**config.mk**
```make
export PLATFORM = sky130hd
export DESIGN_NAME = calb_top
export DESIGN_NICKNAME = d
export VERILOG_FILES = /design/src/hw/calb_pkg.sv /design/src/hw/calb_sticky.sv /design/src/hw/calb_top.sv
export VERILOG_INCLUDE_DIRS = /design/src /design/src/hw
export SDC_FILE = /design/constraint.sdc
export NUM_CORES = 1
export LEC_CHECK = 0
export BUFFER_PORTS_ARGS = -buffer_cell sky130_fd_sc_hd__buf_2
export CORE_MARGIN = 5
export CORE_UTILIZATION = 35
export DETAILED_ROUTE_END_ITERATION = 8
export PLACE_DENSITY = 0.8
export SYNTH_ARGS = -nofsm -noshare
export SYNTH_HDL_FRONTEND = slang
export SYNTH_SLANG_ARGS = --single-unit
```
**constraint.sdc**
```tcl
create_clock -name CLK_SYS_I -period 1.9 [get_ports CLK_SYS_I]
set_input_delay 0 -clock CLK_SYS_I [delete_from_list [all_inputs] [get_ports CLK_SYS_I]]
set_output_delay 0 -clock CLK_SYS_I [all_outputs]
set_load 0.1 [all_outputs]
```
**src/hw/calb_params.svh**
```systemverilog
`ifndef CALB_PARAMS_SVH
`define CALB_PARAMS_SVH

// command codes
`define CALB_CMD_LIMIT         8'h36
`define CALB_CMD_PHASE         8'h37
`define CALB_CMD_REGUL         8'h38

// register widths
`define CALB_LIMIT_W           16
`define CALB_PHASE_W           13
`define CALB_REGUL_W           6

// reset values
`define CALB_LIMIT_RST         16'h0000
`define CALB_PHASE_RST         13'h0000
`define CALB_REGUL_RST         6'h00

// bits held by this bank
`define CALB_LIMIT_MASK        16'h000F
`define CALB_PHASE_MASK        13'h1F43
`define CALB_REGUL_MASK        6'h38

// limit alert bit positions
`define CALB_BIT_HEAT_OVER     3
`define CALB_BIT_RES_OVER      2
`define CALB_BIT_NTC_OVER      1
`define CALB_BIT_NTC_UNDER     0

// charge-regulation indicator bit positions
`define CALB_BIT_ILIM          5
`define CALB_BIT_THERMAL       4
`define CALB_BIT_UVCL          3

`endif

```
**src/hw/calb_pkg.sv**
```systemverilog
package calb_pkg;

   // host command from the serial-port register logic
   typedef struct packed {
      logic        wr;
      logic        rd;
      logic [7:0]  code;
      logic [15:0] wdata;
   } calb_cmd_t;

   // telemetry readings and programmed limits, two's complement
   typedef struct packed {
      logic signed [15:0] heat;
      logic signed [15:0] heat_hi_lim;
      logic signed [15:0] res;
      logic signed [15:0] res_hi_lim;
      logic signed [15:0] ntc;
      logic signed [15:0] ntc_hi_lim;
      logic signed [15:0] ntc_lo_lim;
   } calb_meas_t;

   // per-alert enable registers held elsewhere
   typedef struct packed {
      logic [15:0] limit;
      logic [12:0] phase;
      logic [5:0]  regul;
   } calb_en_t;

endpackage

```
**src/hw/calb_sticky.sv**
```systemverilog
`timescale 1ns/1ns
`include "calb_params.svh"

module calb_sticky
   import calb_pkg::*;
#(
   parameter int                W      = 16,
   parameter logic [W-1:0]      MASK   = '1,
   parameter logic [W-1:0]      RST    = '0
) (
   // clock and reset
   input  wire logic         clk,
   input  wire logic         rst_n,
   // conditions and enables
   input  wire logic [W-1:0] cond,
   input  wire logic [W-1:0] en,
   // host clearing write
   input  wire logic         clr_wr,
   input  wire logic [W-1:0] clr_data,
   // latched alerts
   output logic [W-1:0]      q
);

   logic [W-1:0] keep;
   logic [W-1:0] next_q;

   always_comb begin
      keep = q;
      if (clr_wr) begin
         keep = q & clr_data;
      end
      next_q = ((keep | cond) & en) & MASK;
   end

   always_ff @(posedge clk or negedge rst_n) begin
      if (!rst_n) begin
         q <= RST;
      end else begin
         q <= next_q;
      end
   end

endmodule // calb_sticky

```
**src/hw/calb_top.sv**
```systemverilog
// What this block does
// - junction temperature above its high limit and enabled sets limit alert bit 3
// - cell resistance above its high limit and enabled sets limit alert bit 2
// - thermistor voltage above its high limit and enabled sets limit alert bit 1
// - thermistor voltage below its low limit and enabled sets limit alert bit 0
// - host writes 0 to clear a bit, 1 elsewhere; only 0 bits clear
// - clearing an alert's enable bit also clears that alert
// - alerts are sticky until cleared by write or by disable
// - 13-bit charger-phase alert register at code 0x37, reset zero, per-bit enables
// - detect-failed phase sets charger-phase alert bit 12
// - battery detection phase sets charger-phase alert bit 11
// - equalize phase sets charger-phase alert bit 10
// - absorb phase sets charger-phase alert bit 9
// - suspended state sets charger-phase alert bit 8
// - bulk cc/cv phase sets bit 6; bits 7 and 5..2 unused
// - missing-battery fault sets charger-phase alert bit 1
// - shorted-battery fault sets bit 0; disabling it clears it
// - 6-bit charge-regulation alert register at code 0x38, reset zero, per-bit enables
// - current-limit loop in control sets regulation alert bit 5
// - thermal regulation in control sets regulation alert bit 4
// - input undervoltage loop in control sets regulation alert bit 3
// - charger-phase indicator is one-hot, same bit codes, reset value suspended
// - regulation indicator is one-hot, active only while charging
// - limit alerts live in 16-bit register at code 0x36, reset zero
`timescale 1ns/1ns
`include "calb_params.svh"

module calb_top
   import calb_pkg::*;
#(
   parameter int LIMIT_W = `CALB_LIMIT_W,
   parameter int PHASE_W = `CALB_PHASE_W,
   parameter int REGUL_W = `CALB_REGUL_W
) (
   // clock and reset
   input  wire logic               CLK_SYS_I,
   input  wire logic               RST_N_I,
   // host register access
   input  wire calb_cmd_t          CMD_I,
   output logic [15:0]             RDATA_O,
   output logic                    RVALID_O,
   output logic                    RHIT_O,
   // monitored conditions
   input  wire calb_meas_t         MEAS_I,
   input  wire logic [PHASE_W-1:0] PHASE_I,
   input  wire logic [REGUL_W-1:0] REGUL_I,
   // per-alert enables
   input  wire calb_en_t           EN_I,
   // latched alerts
   output logic [LIMIT_W-1:0]      LIMIT_ALERT_O,
   output logic [PHASE_W-1:0]      PHASE_ALERT_O,
   output logic [REGUL_W-1:0]      REGUL_ALERT_O
);

   logic [LIMIT_W-1:0] limit_cond;
   logic [PHASE_W-1:0] phase_cond;
   logic [REGUL_W-1:0] regul_cond;
   logic               wr_limit;
   logic               wr_phase;
   logic               wr_regul;
   logic [15:0]        next_rdata;
   logic               next_hit;

   function automatic logic above(input logic signed [15:0] val,
                                  input logic signed [15:0] lim);
      above = val > lim;
   endfunction

   // limit comparisons
   always_comb begin
      limit_cond                      = '0;
      limit_cond[`CALB_BIT_HEAT_OVER] = above(MEAS_I.heat, MEAS_I.heat_hi_lim);
      limit_cond[`CALB_BIT_RES_OVER]  = above(MEAS_I.res, MEAS_I.res_hi_lim);
      limit_cond[`CALB_BIT_NTC_OVER]  = above(MEAS_I.ntc, MEAS_I.ntc_hi_lim);
      limit_cond[`CALB_BIT_NTC_UNDER] = above(MEAS_I.ntc_lo_lim, MEAS_I.ntc);
   end

   // phase indicator maps bit for bit onto the alert register
   assign phase_cond = PHASE_I;
   assign regul_cond = REGUL_I;

   // command decode
   always_comb begin
      wr_limit = 1'b0;
      wr_phase = 1'b0;
      wr_regul = 1'b0;
      if (CMD_I.wr && CMD_I.code == `CALB_CMD_LIMIT) begin
         wr_limit = 1'b1;
      end else if (CMD_I.wr && CMD_I.code == `CALB_CMD_PHASE) begin
         wr_phase = 1'b1;
      end else if (CMD_I.wr && CMD_I.code == `CALB_CMD_REGUL) begin
         wr_regul = 1'b1;
      end
   end

   calb_sticky #(
      .W    (LIMIT_W),
      .MASK (`CALB_LIMIT_MASK),
      .RST  (`CALB_LIMIT_RST)
   ) u_limit (
      .clk      (CLK_SYS_I),
      .rst_n    (RST_N_I),
      .cond     (limit_cond),
      .en       (EN_I.limit),
      .clr_wr   (wr_limit),
      .clr_data (CMD_I.wdata[LIMIT_W-1:0]),
      .q        (LIMIT_ALERT_O)
   );

   calb_sticky #(
      .W    (PHASE_W),
      .MASK (`CALB_PHASE_MASK),
      .RST  (`CALB_PHASE_RST)
   ) u_phase (
      .clk      (CLK_SYS_I),
      .rst_n    (RST_N_I),
      .cond     (phase_cond),
      .en       (EN_I.phase),
      .clr_wr   (wr_phase),
      .clr_data (CMD_I.wdata[PHASE_W-1:0]),
      .q        (PHASE_ALERT_O)
   );

   calb_sticky #(
      .W    (REGUL_W),
      .MASK (`CALB_REGUL_MASK),
      .RST  (`CALB_REGUL_RST)
   ) u_regul (
      .clk      (CLK_SYS_I),
      .rst_n    (RST_N_I),
      .cond     (regul_cond),
      .en       (EN_I.regul),
      .clr_wr   (wr_regul),
      .clr_data (CMD_I.wdata[REGUL_W-1:0]),
      .q        (REGUL_ALERT_O)
   );

   // read mux, unmapped codes read zero
   always_comb begin
      next_rdata = 16'h0000;
      next_hit   = 1'b1;
      if (CMD_I.code == `CALB_CMD_LIMIT) begin
         next_rdata = 16'(LIMIT_ALERT_O);
      end else if (CMD_I.code == `CALB_CMD_PHASE) begin
         next_rdata = 16'(PHASE_ALERT_O);
      end else if (CMD_I.code == `CALB_CMD_REGUL) begin
         next_rdata = 16'(REGUL_ALERT_O);
      end else begin
         next_hit = 1'b0;
      end
   end

   always_ff @(posedge CLK_SYS_I or negedge RST_N_I) begin
      if (!RST_N_I) begin
         RDATA_O  <= 16'h0000;
         RVALID_O <= 1'b0;
         RHIT_O   <= 1'b0;
      end else begin
         RVALID_O <= CMD_I.rd;
         if (CMD_I.rd) begin
            RDATA_O <= next_rdata;
            RHIT_O  <= next_hit;
         end
      end
   end

endmodule // calb_top

```
# ---- Yosys cells after proc, flatten, opt, wreduce, memory -nomap -nowiden
# Cells that the tools add are included.
dict set report totals {
  out_inout_bits 53
  inputBits 194
  word_cells 40
  reg_bits 33
}
dict set report classes {
  magnitude_cmp 4
  n_eq_ne 3
  bitwise_logic 9
  n_mux 15
  n_reduce_logical 3
}
# op count
set ops {}
lappend ops {{16-bit greater-than comparator} 4}
lappend ops {{13-bit two-way mux} 3}
lappend ops {{13-bit AND} 2}
lappend ops {{8-bit by 6-bit == test with 1-bit output, second input constant} 3}
lappend ops {{13-bit bitwise OR} 1}
lappend ops {{6-bit AND} 2}
lappend ops {{6-bit two-way mux} 2}
lappend ops {{1-bit two-way mux} 9}
lappend ops {{4-bit AND} 2}
lappend ops {{6-bit bitwise OR} 1}
lappend ops {{4-bit two-way mux} 1}
lappend ops {{4-bit bitwise OR} 1}
lappend ops {{1-bit logical AND} 3}

# ---- Longest topological paths before layout
dict set report depth {
  ltp_word 8
  depth_mapped 7
  ltp_nobuf 7
}

# ---- Modules after synthesis
# A second synthesis with hierarchy kept.
dict set report hier_totals {
  hier_cells 418
  area_unflattened_um2 3487.1
}
# mod area_each_um2 seq_area_each_um2 n_inst cells_each
set by_module_without_submodules {}
lappend by_module_without_submodules {calb_top 2631.3 450.4 1 335}
lappend by_module_without_submodules {{calb_sticky at u_phase} 411.6 200.2 1 38}
lappend by_module_without_submodules {{calb_sticky at u_limit} 279.0 100.1 1 29}
lappend by_module_without_submodules {{calb_sticky at u_regul} 165.2 75.1 1 16}

# ---- Worst setup path after synthesis
# No wires, ideal clock.
dict set report synth_timing {
  kind {reg2reg}
  startpoint {register u_phase.q[0]}
  endpoint {register RDATA_O[0]}
  path_buffers 0
  setup_slack_ps 549
  t_arrival_ps 1272
  setup_ps 78
  t_required_ps 1822
  synth_period_minus_slack_ps 1351
  path_stages_with_launch 3
  path_cell_list {dfrtp_1 -> a22oi_1 -> a21oi_1}
}
dict set report synth_between {
  elab_chain_len 2
}
# item line
set synth_lines {}
lappend synth_lines {{start, declared} calb_sticky.sv:21} ;# output logic [W-1:0] q
lappend synth_lines {{start signal, assigned} calb_sticky.sv:39} ;# q <= next_q;
lappend synth_lines {{13-bit two-way mux} calb_top.sv:144} ;# end else if (CMD_I.code == `CALB_CMD_PHASE) begin
lappend synth_lines {{13-bit two-way mux} calb_top.sv:142} ;# if (CMD_I.code == `CALB_CMD_LIMIT) begin
lappend synth_lines {{end signal, assigned} calb_top.sv:161} ;# RDATA_O <= next_rdata;
lappend synth_lines {{end, declared} calb_top.sv:40} ;# output logic [15:0] RDATA_O,
# No other way between the ends.
# A chain may end at the register's enable or synchronous reset.

# ---- Worst setup path after layout
dict set report layout_timing {
  startpoint {input port CMD_I[16] (netlist bit)}
  endpoint {register u_regul.q[5]}
}
dict set report layout_between {
  elab_chain_len 8
  word_cells_on_any_way 12
  cone_classes {eq/ne (3); mux (4); bitwise (2); reduce/logical (3)}
}
# item line
set layout_lines {}
lappend layout_lines {{start, declared} calb_top.sv:39} ;# input wire calb_cmd_t CMD_I,
lappend layout_lines {{8-bit by 6-bit == test with 1-bit output (no source line)} -}
lappend layout_lines {{1-bit logical AND (no source line)} -}
lappend layout_lines {{1-bit two-way mux} calb_top.sv:91} ;# end else if (CMD_I.wr && CMD_I.code == `CALB_CMD_REGUL) begin
lappend layout_lines {{1-bit two-way mux} calb_top.sv:89} ;# end else if (CMD_I.wr && CMD_I.code == `CALB_CMD_PHASE) begin
lappend layout_lines {{1-bit two-way mux *} calb_top.sv:87} ;# if (CMD_I.wr && CMD_I.code == `CALB_CMD_LIMIT) begin
lappend layout_lines {{6-bit two-way mux *} calb_sticky.sv:29} ;# if (clr_wr) begin
lappend layout_lines {{6-bit bitwise OR *} calb_sticky.sv:32} ;# next_q = ((keep | cond) & en) & MASK;
lappend layout_lines {{6-bit AND *} calb_sticky.sv:32}
lappend layout_lines {{named net u_regul.next_q[5]} calb_sticky.sv:25} ;# logic [W-1:0] next_q;
lappend layout_lines {{end signal, assigned} calb_sticky.sv:39}
lappend layout_lines {{end, declared} calb_sticky.sv:21}
# Mark *: on every way through the listed nets, which the timed path passes. The rest lies on a longest branch.

==> reports/summary.txt <==
Status - finished clean
CP Max Fanout - 4
Mux contribution to synthesized area - 0.3636%
Post-Synth XOR/XNOR Area - 0%
Root Driver - clkbuf_8
Clk slew on worst S/H paths - 0.06 ns
Worst Hold End - u_limit.q[0]
Post-DRT Antenna Nets - 0
Placer Congestion - 0.8581
Yosys warnings - 0
RSZ-0062 raised after global routing - false
Post-CTS resize count - 0
DR WL/cell - 13.73 um
Starting Density - 35.68%
Leak - 2.588 nW
Post-synthesis register bit count - 29
Commonest non-fill, non-tap cell in the layout - buf_2
Drt drc - 0
Slew Limit Fails - 0
CTS max path bufs - 2
Startpoint types - primary input
Worst reg-to-reg setup slack - 0.54 ns
Clock Sinks - 29
Inserted Clock Buffers - 5
Critical path data arrival time - 1.86 ns
Hold path depth - 3
Vias/cell - 4.785
Overall Power - 2.300 mW
# placed instances - 661
Worst-Margin Slew - 0.6456 ns
Adder-cell area share of the yosys netlist - 25.86%
N_diodes - 0
Syn_area_per_cell - 8.484 um^2
R2r startpoint - u_phase.q[11]
Post-CTS setup buffers - 0
Pwr Density - 519.4 mW/mm^2
Area Growth Syn to Fin - 43.03%
FF+latch area - 725.7 um^2
Tmin final - 1.704 ns
Die height - 104.1 um
1st-iter DRT viols - 63
Congestion Overflow GR - 0
Initial DRT Pass Iterations - 4
Post-Synth Simple-Gate Area - 13.98%
First-pass GRT wire length - 15.74 mm
I/O pin count - 247
Max Freq - 0.5870 GHz
Share of cells above drive strength 1 - 35.49%
Fraction of registers with async set/reset - 100.0%
Compound-Gate Fraction of Synth Area - 20.61%
Die ar. - 0.01083 mm^2
Initial antenna violation count - 0
Register-to-Register Path Depth - 3
Count of hold-fix buffers inserted at cts - 25
DP HPWL - 8.229 mm
Hold Startpoint - EN_I[19]
Final setup vio count - 0
Footprint of the multi-input gates - 0.001973 mm^2
Largest family of logic cells by synthesized area - adder cells
Skew final - 0.004109 ns
Worst-Skew Late Latency - 0.27 ns
Largest net degree at the start of global routing - 30
R2r endpoint - u_phase.q[11]
EDFF count, synth - 0
Die width - 104.1 um
Critical path class - in -> reg
Core Util, Final - 51.04%
Total GRT Usage - 16.94%
Max_slew headroom - 56.96%
Most frequent cells in the layout - 190 x buf_2, 78 x inv_1, 64 x ha_1, 29 x dfrtp_1
Via count - 3321
Filler cells - 839
Min-Delay Path Class - in -> reg
NumNets Final - 843
Core area - 0.008678 mm^2
Hold Violations, Final - 0
H-tree depth - 2
Vias in the first global route - 3610
WL final - 9.527 mm
Fin crit share - 89.66%
IO Port Bufs - 190
Predominant post-synthesis flop cell - dfrtp_1
Max-cap violation count - 0
Yosys cell types - 40
Post-route setup TNS - 0 ns
Element type at the critical path end - flip-flop
# rows - 34
Non-filler cells, final - 694
Synthesized area - 0.003097 mm^2
VDD IR max - 236.7 uV
Data required time of the worst path - 2.05 ns
Synth Instances - 365
CTS tree - done
Register area share after synthesis - 23.43%
## state kept, by name, indices dropped and copies added, names as in the netlist
signal / cells
RDATA_O: 12
u_phase.q: 8
u_limit.q: 4
u_regul.q: 3
RHIT_O: 1
RVALID_O: 1
## power by group
| group | internal, mW | switching (mW) | leakage (nW) |
|---|---|---|---|
| registers | 0.652 | 0.0297 | 0.373 |
| logic | 0.358 | 0.766 | 2.17 |
| clock network | 0.252 | 0.242 | 0.0439 |
| total | 1.26 | 1.04 | 2.59 |
## cell type report
| type | instances | area share [%] |
|---|---|---|
| inverters | 78 | 6.610 |
| repair buffers | 217 | 27.46 |
| flip-flops and latches | 29 | 16.38 |
| clock inverters | 3 | 0.3955 |
| clock buffers | 5 | 1.554 |
| well taps | 108 | 3.051 |
| multi-input cells | 254 | 44.55 |
## synth_stat cells (2+ instances only)
cell,instances,area share [%]
inv_1,78,9.5
ha_1,64,26
dfrtp_1,29,23
o21a_1,25,6.1
buf_4,24,5.8
a21oi_1,20,3.2
nand3_1,14,2.3
nand4_1,14,2.8
o21ai_0,11,1.8
o211ai_1,10,2.4
a21o_1,9,2.2
nor2_1,9,1.1
nand2_1,7,0.85
a211oi_1,4,0.97
a31oi_1,4,0.81
a211o_1,3,0.85
a22oi_1,3,0.73
clkbuf_1,3,0.36
nand3b_1,3,0.73
nor2b_1,3,0.61
nor4_1,3,0.61
a21boi_0,2,0.48
nor3_1,2,0.32
o21ai_1,2,0.32
o31ai_1,2,0.48
or2_1,2,0.40
or3_1,2,0.40
## how the worst max path moves through the flow
stage                       startpoint            to  slack, ns  depth (start not counted)
after floorplan           u_phase.q[0]    RDATA_O[0]       0.55                          2
after global placement      MEAS_I[38]  u_limit.q[0]       0.31                          8
after detailed placement    MEAS_I[38]  u_limit.q[0]       0.26                          8
after CTS                    CMD_I[16]  u_regul.q[4]       0.22                          7
after global routing         CMD_I[16]  u_regul.q[4]       0.17                          7
final                        CMD_I[16]  u_regul.q[5]       0.20                          7
## through the flow
step / area [um^2] / hold WS, ns / setup slack (ns)
2_1_floorplan: 3183 / -0.2956 / 0.5495
3_3_place_gp: 4093 / 0.06683 / 0.3137
3_5_place_dp: 4093 / 0.06882 / 0.2592
4_1_cts: 4429 / 0.006625 / 0.2161
5_1_grt: 4429 / 0.03493 / 0.1707
6_report: 4429 / 0.01541 / 0.1964
## layer usage
layer | up-vias | routed length [um] | track usage, %
li1 | 1671 | - | -
met1 | 1491 | 3632 | 18.67
met2 | 135 | 5087 | 31.97
met3 | 24 | 587 | 3.352
met4 | 0 | 219 | 5.735
met5 | - | 0 | 0
## kinds of logic (layout without fill, tap and decap cells)
family                   count (synthesis)  count (layout)
buffers and inverters                  105             303
adder cells (fa/ha/maj)                 64              64
AO/OA/AOI/OAI                           96              96
flip-flops                              29              29
AND/OR/NAND/NOR                         69              69
other                                    1              24
multiplexers                             1               1
## worst max-delay path: stages
cell	delay (ns)
buf_2	0.12
or4b_4	0.54
nor2_4	0.14
nand2_1	0.14
o21a_1	0.19
o21a_1	0.16
dlygate4sd3_1	0.56
(Power assumes the default switching activity.)
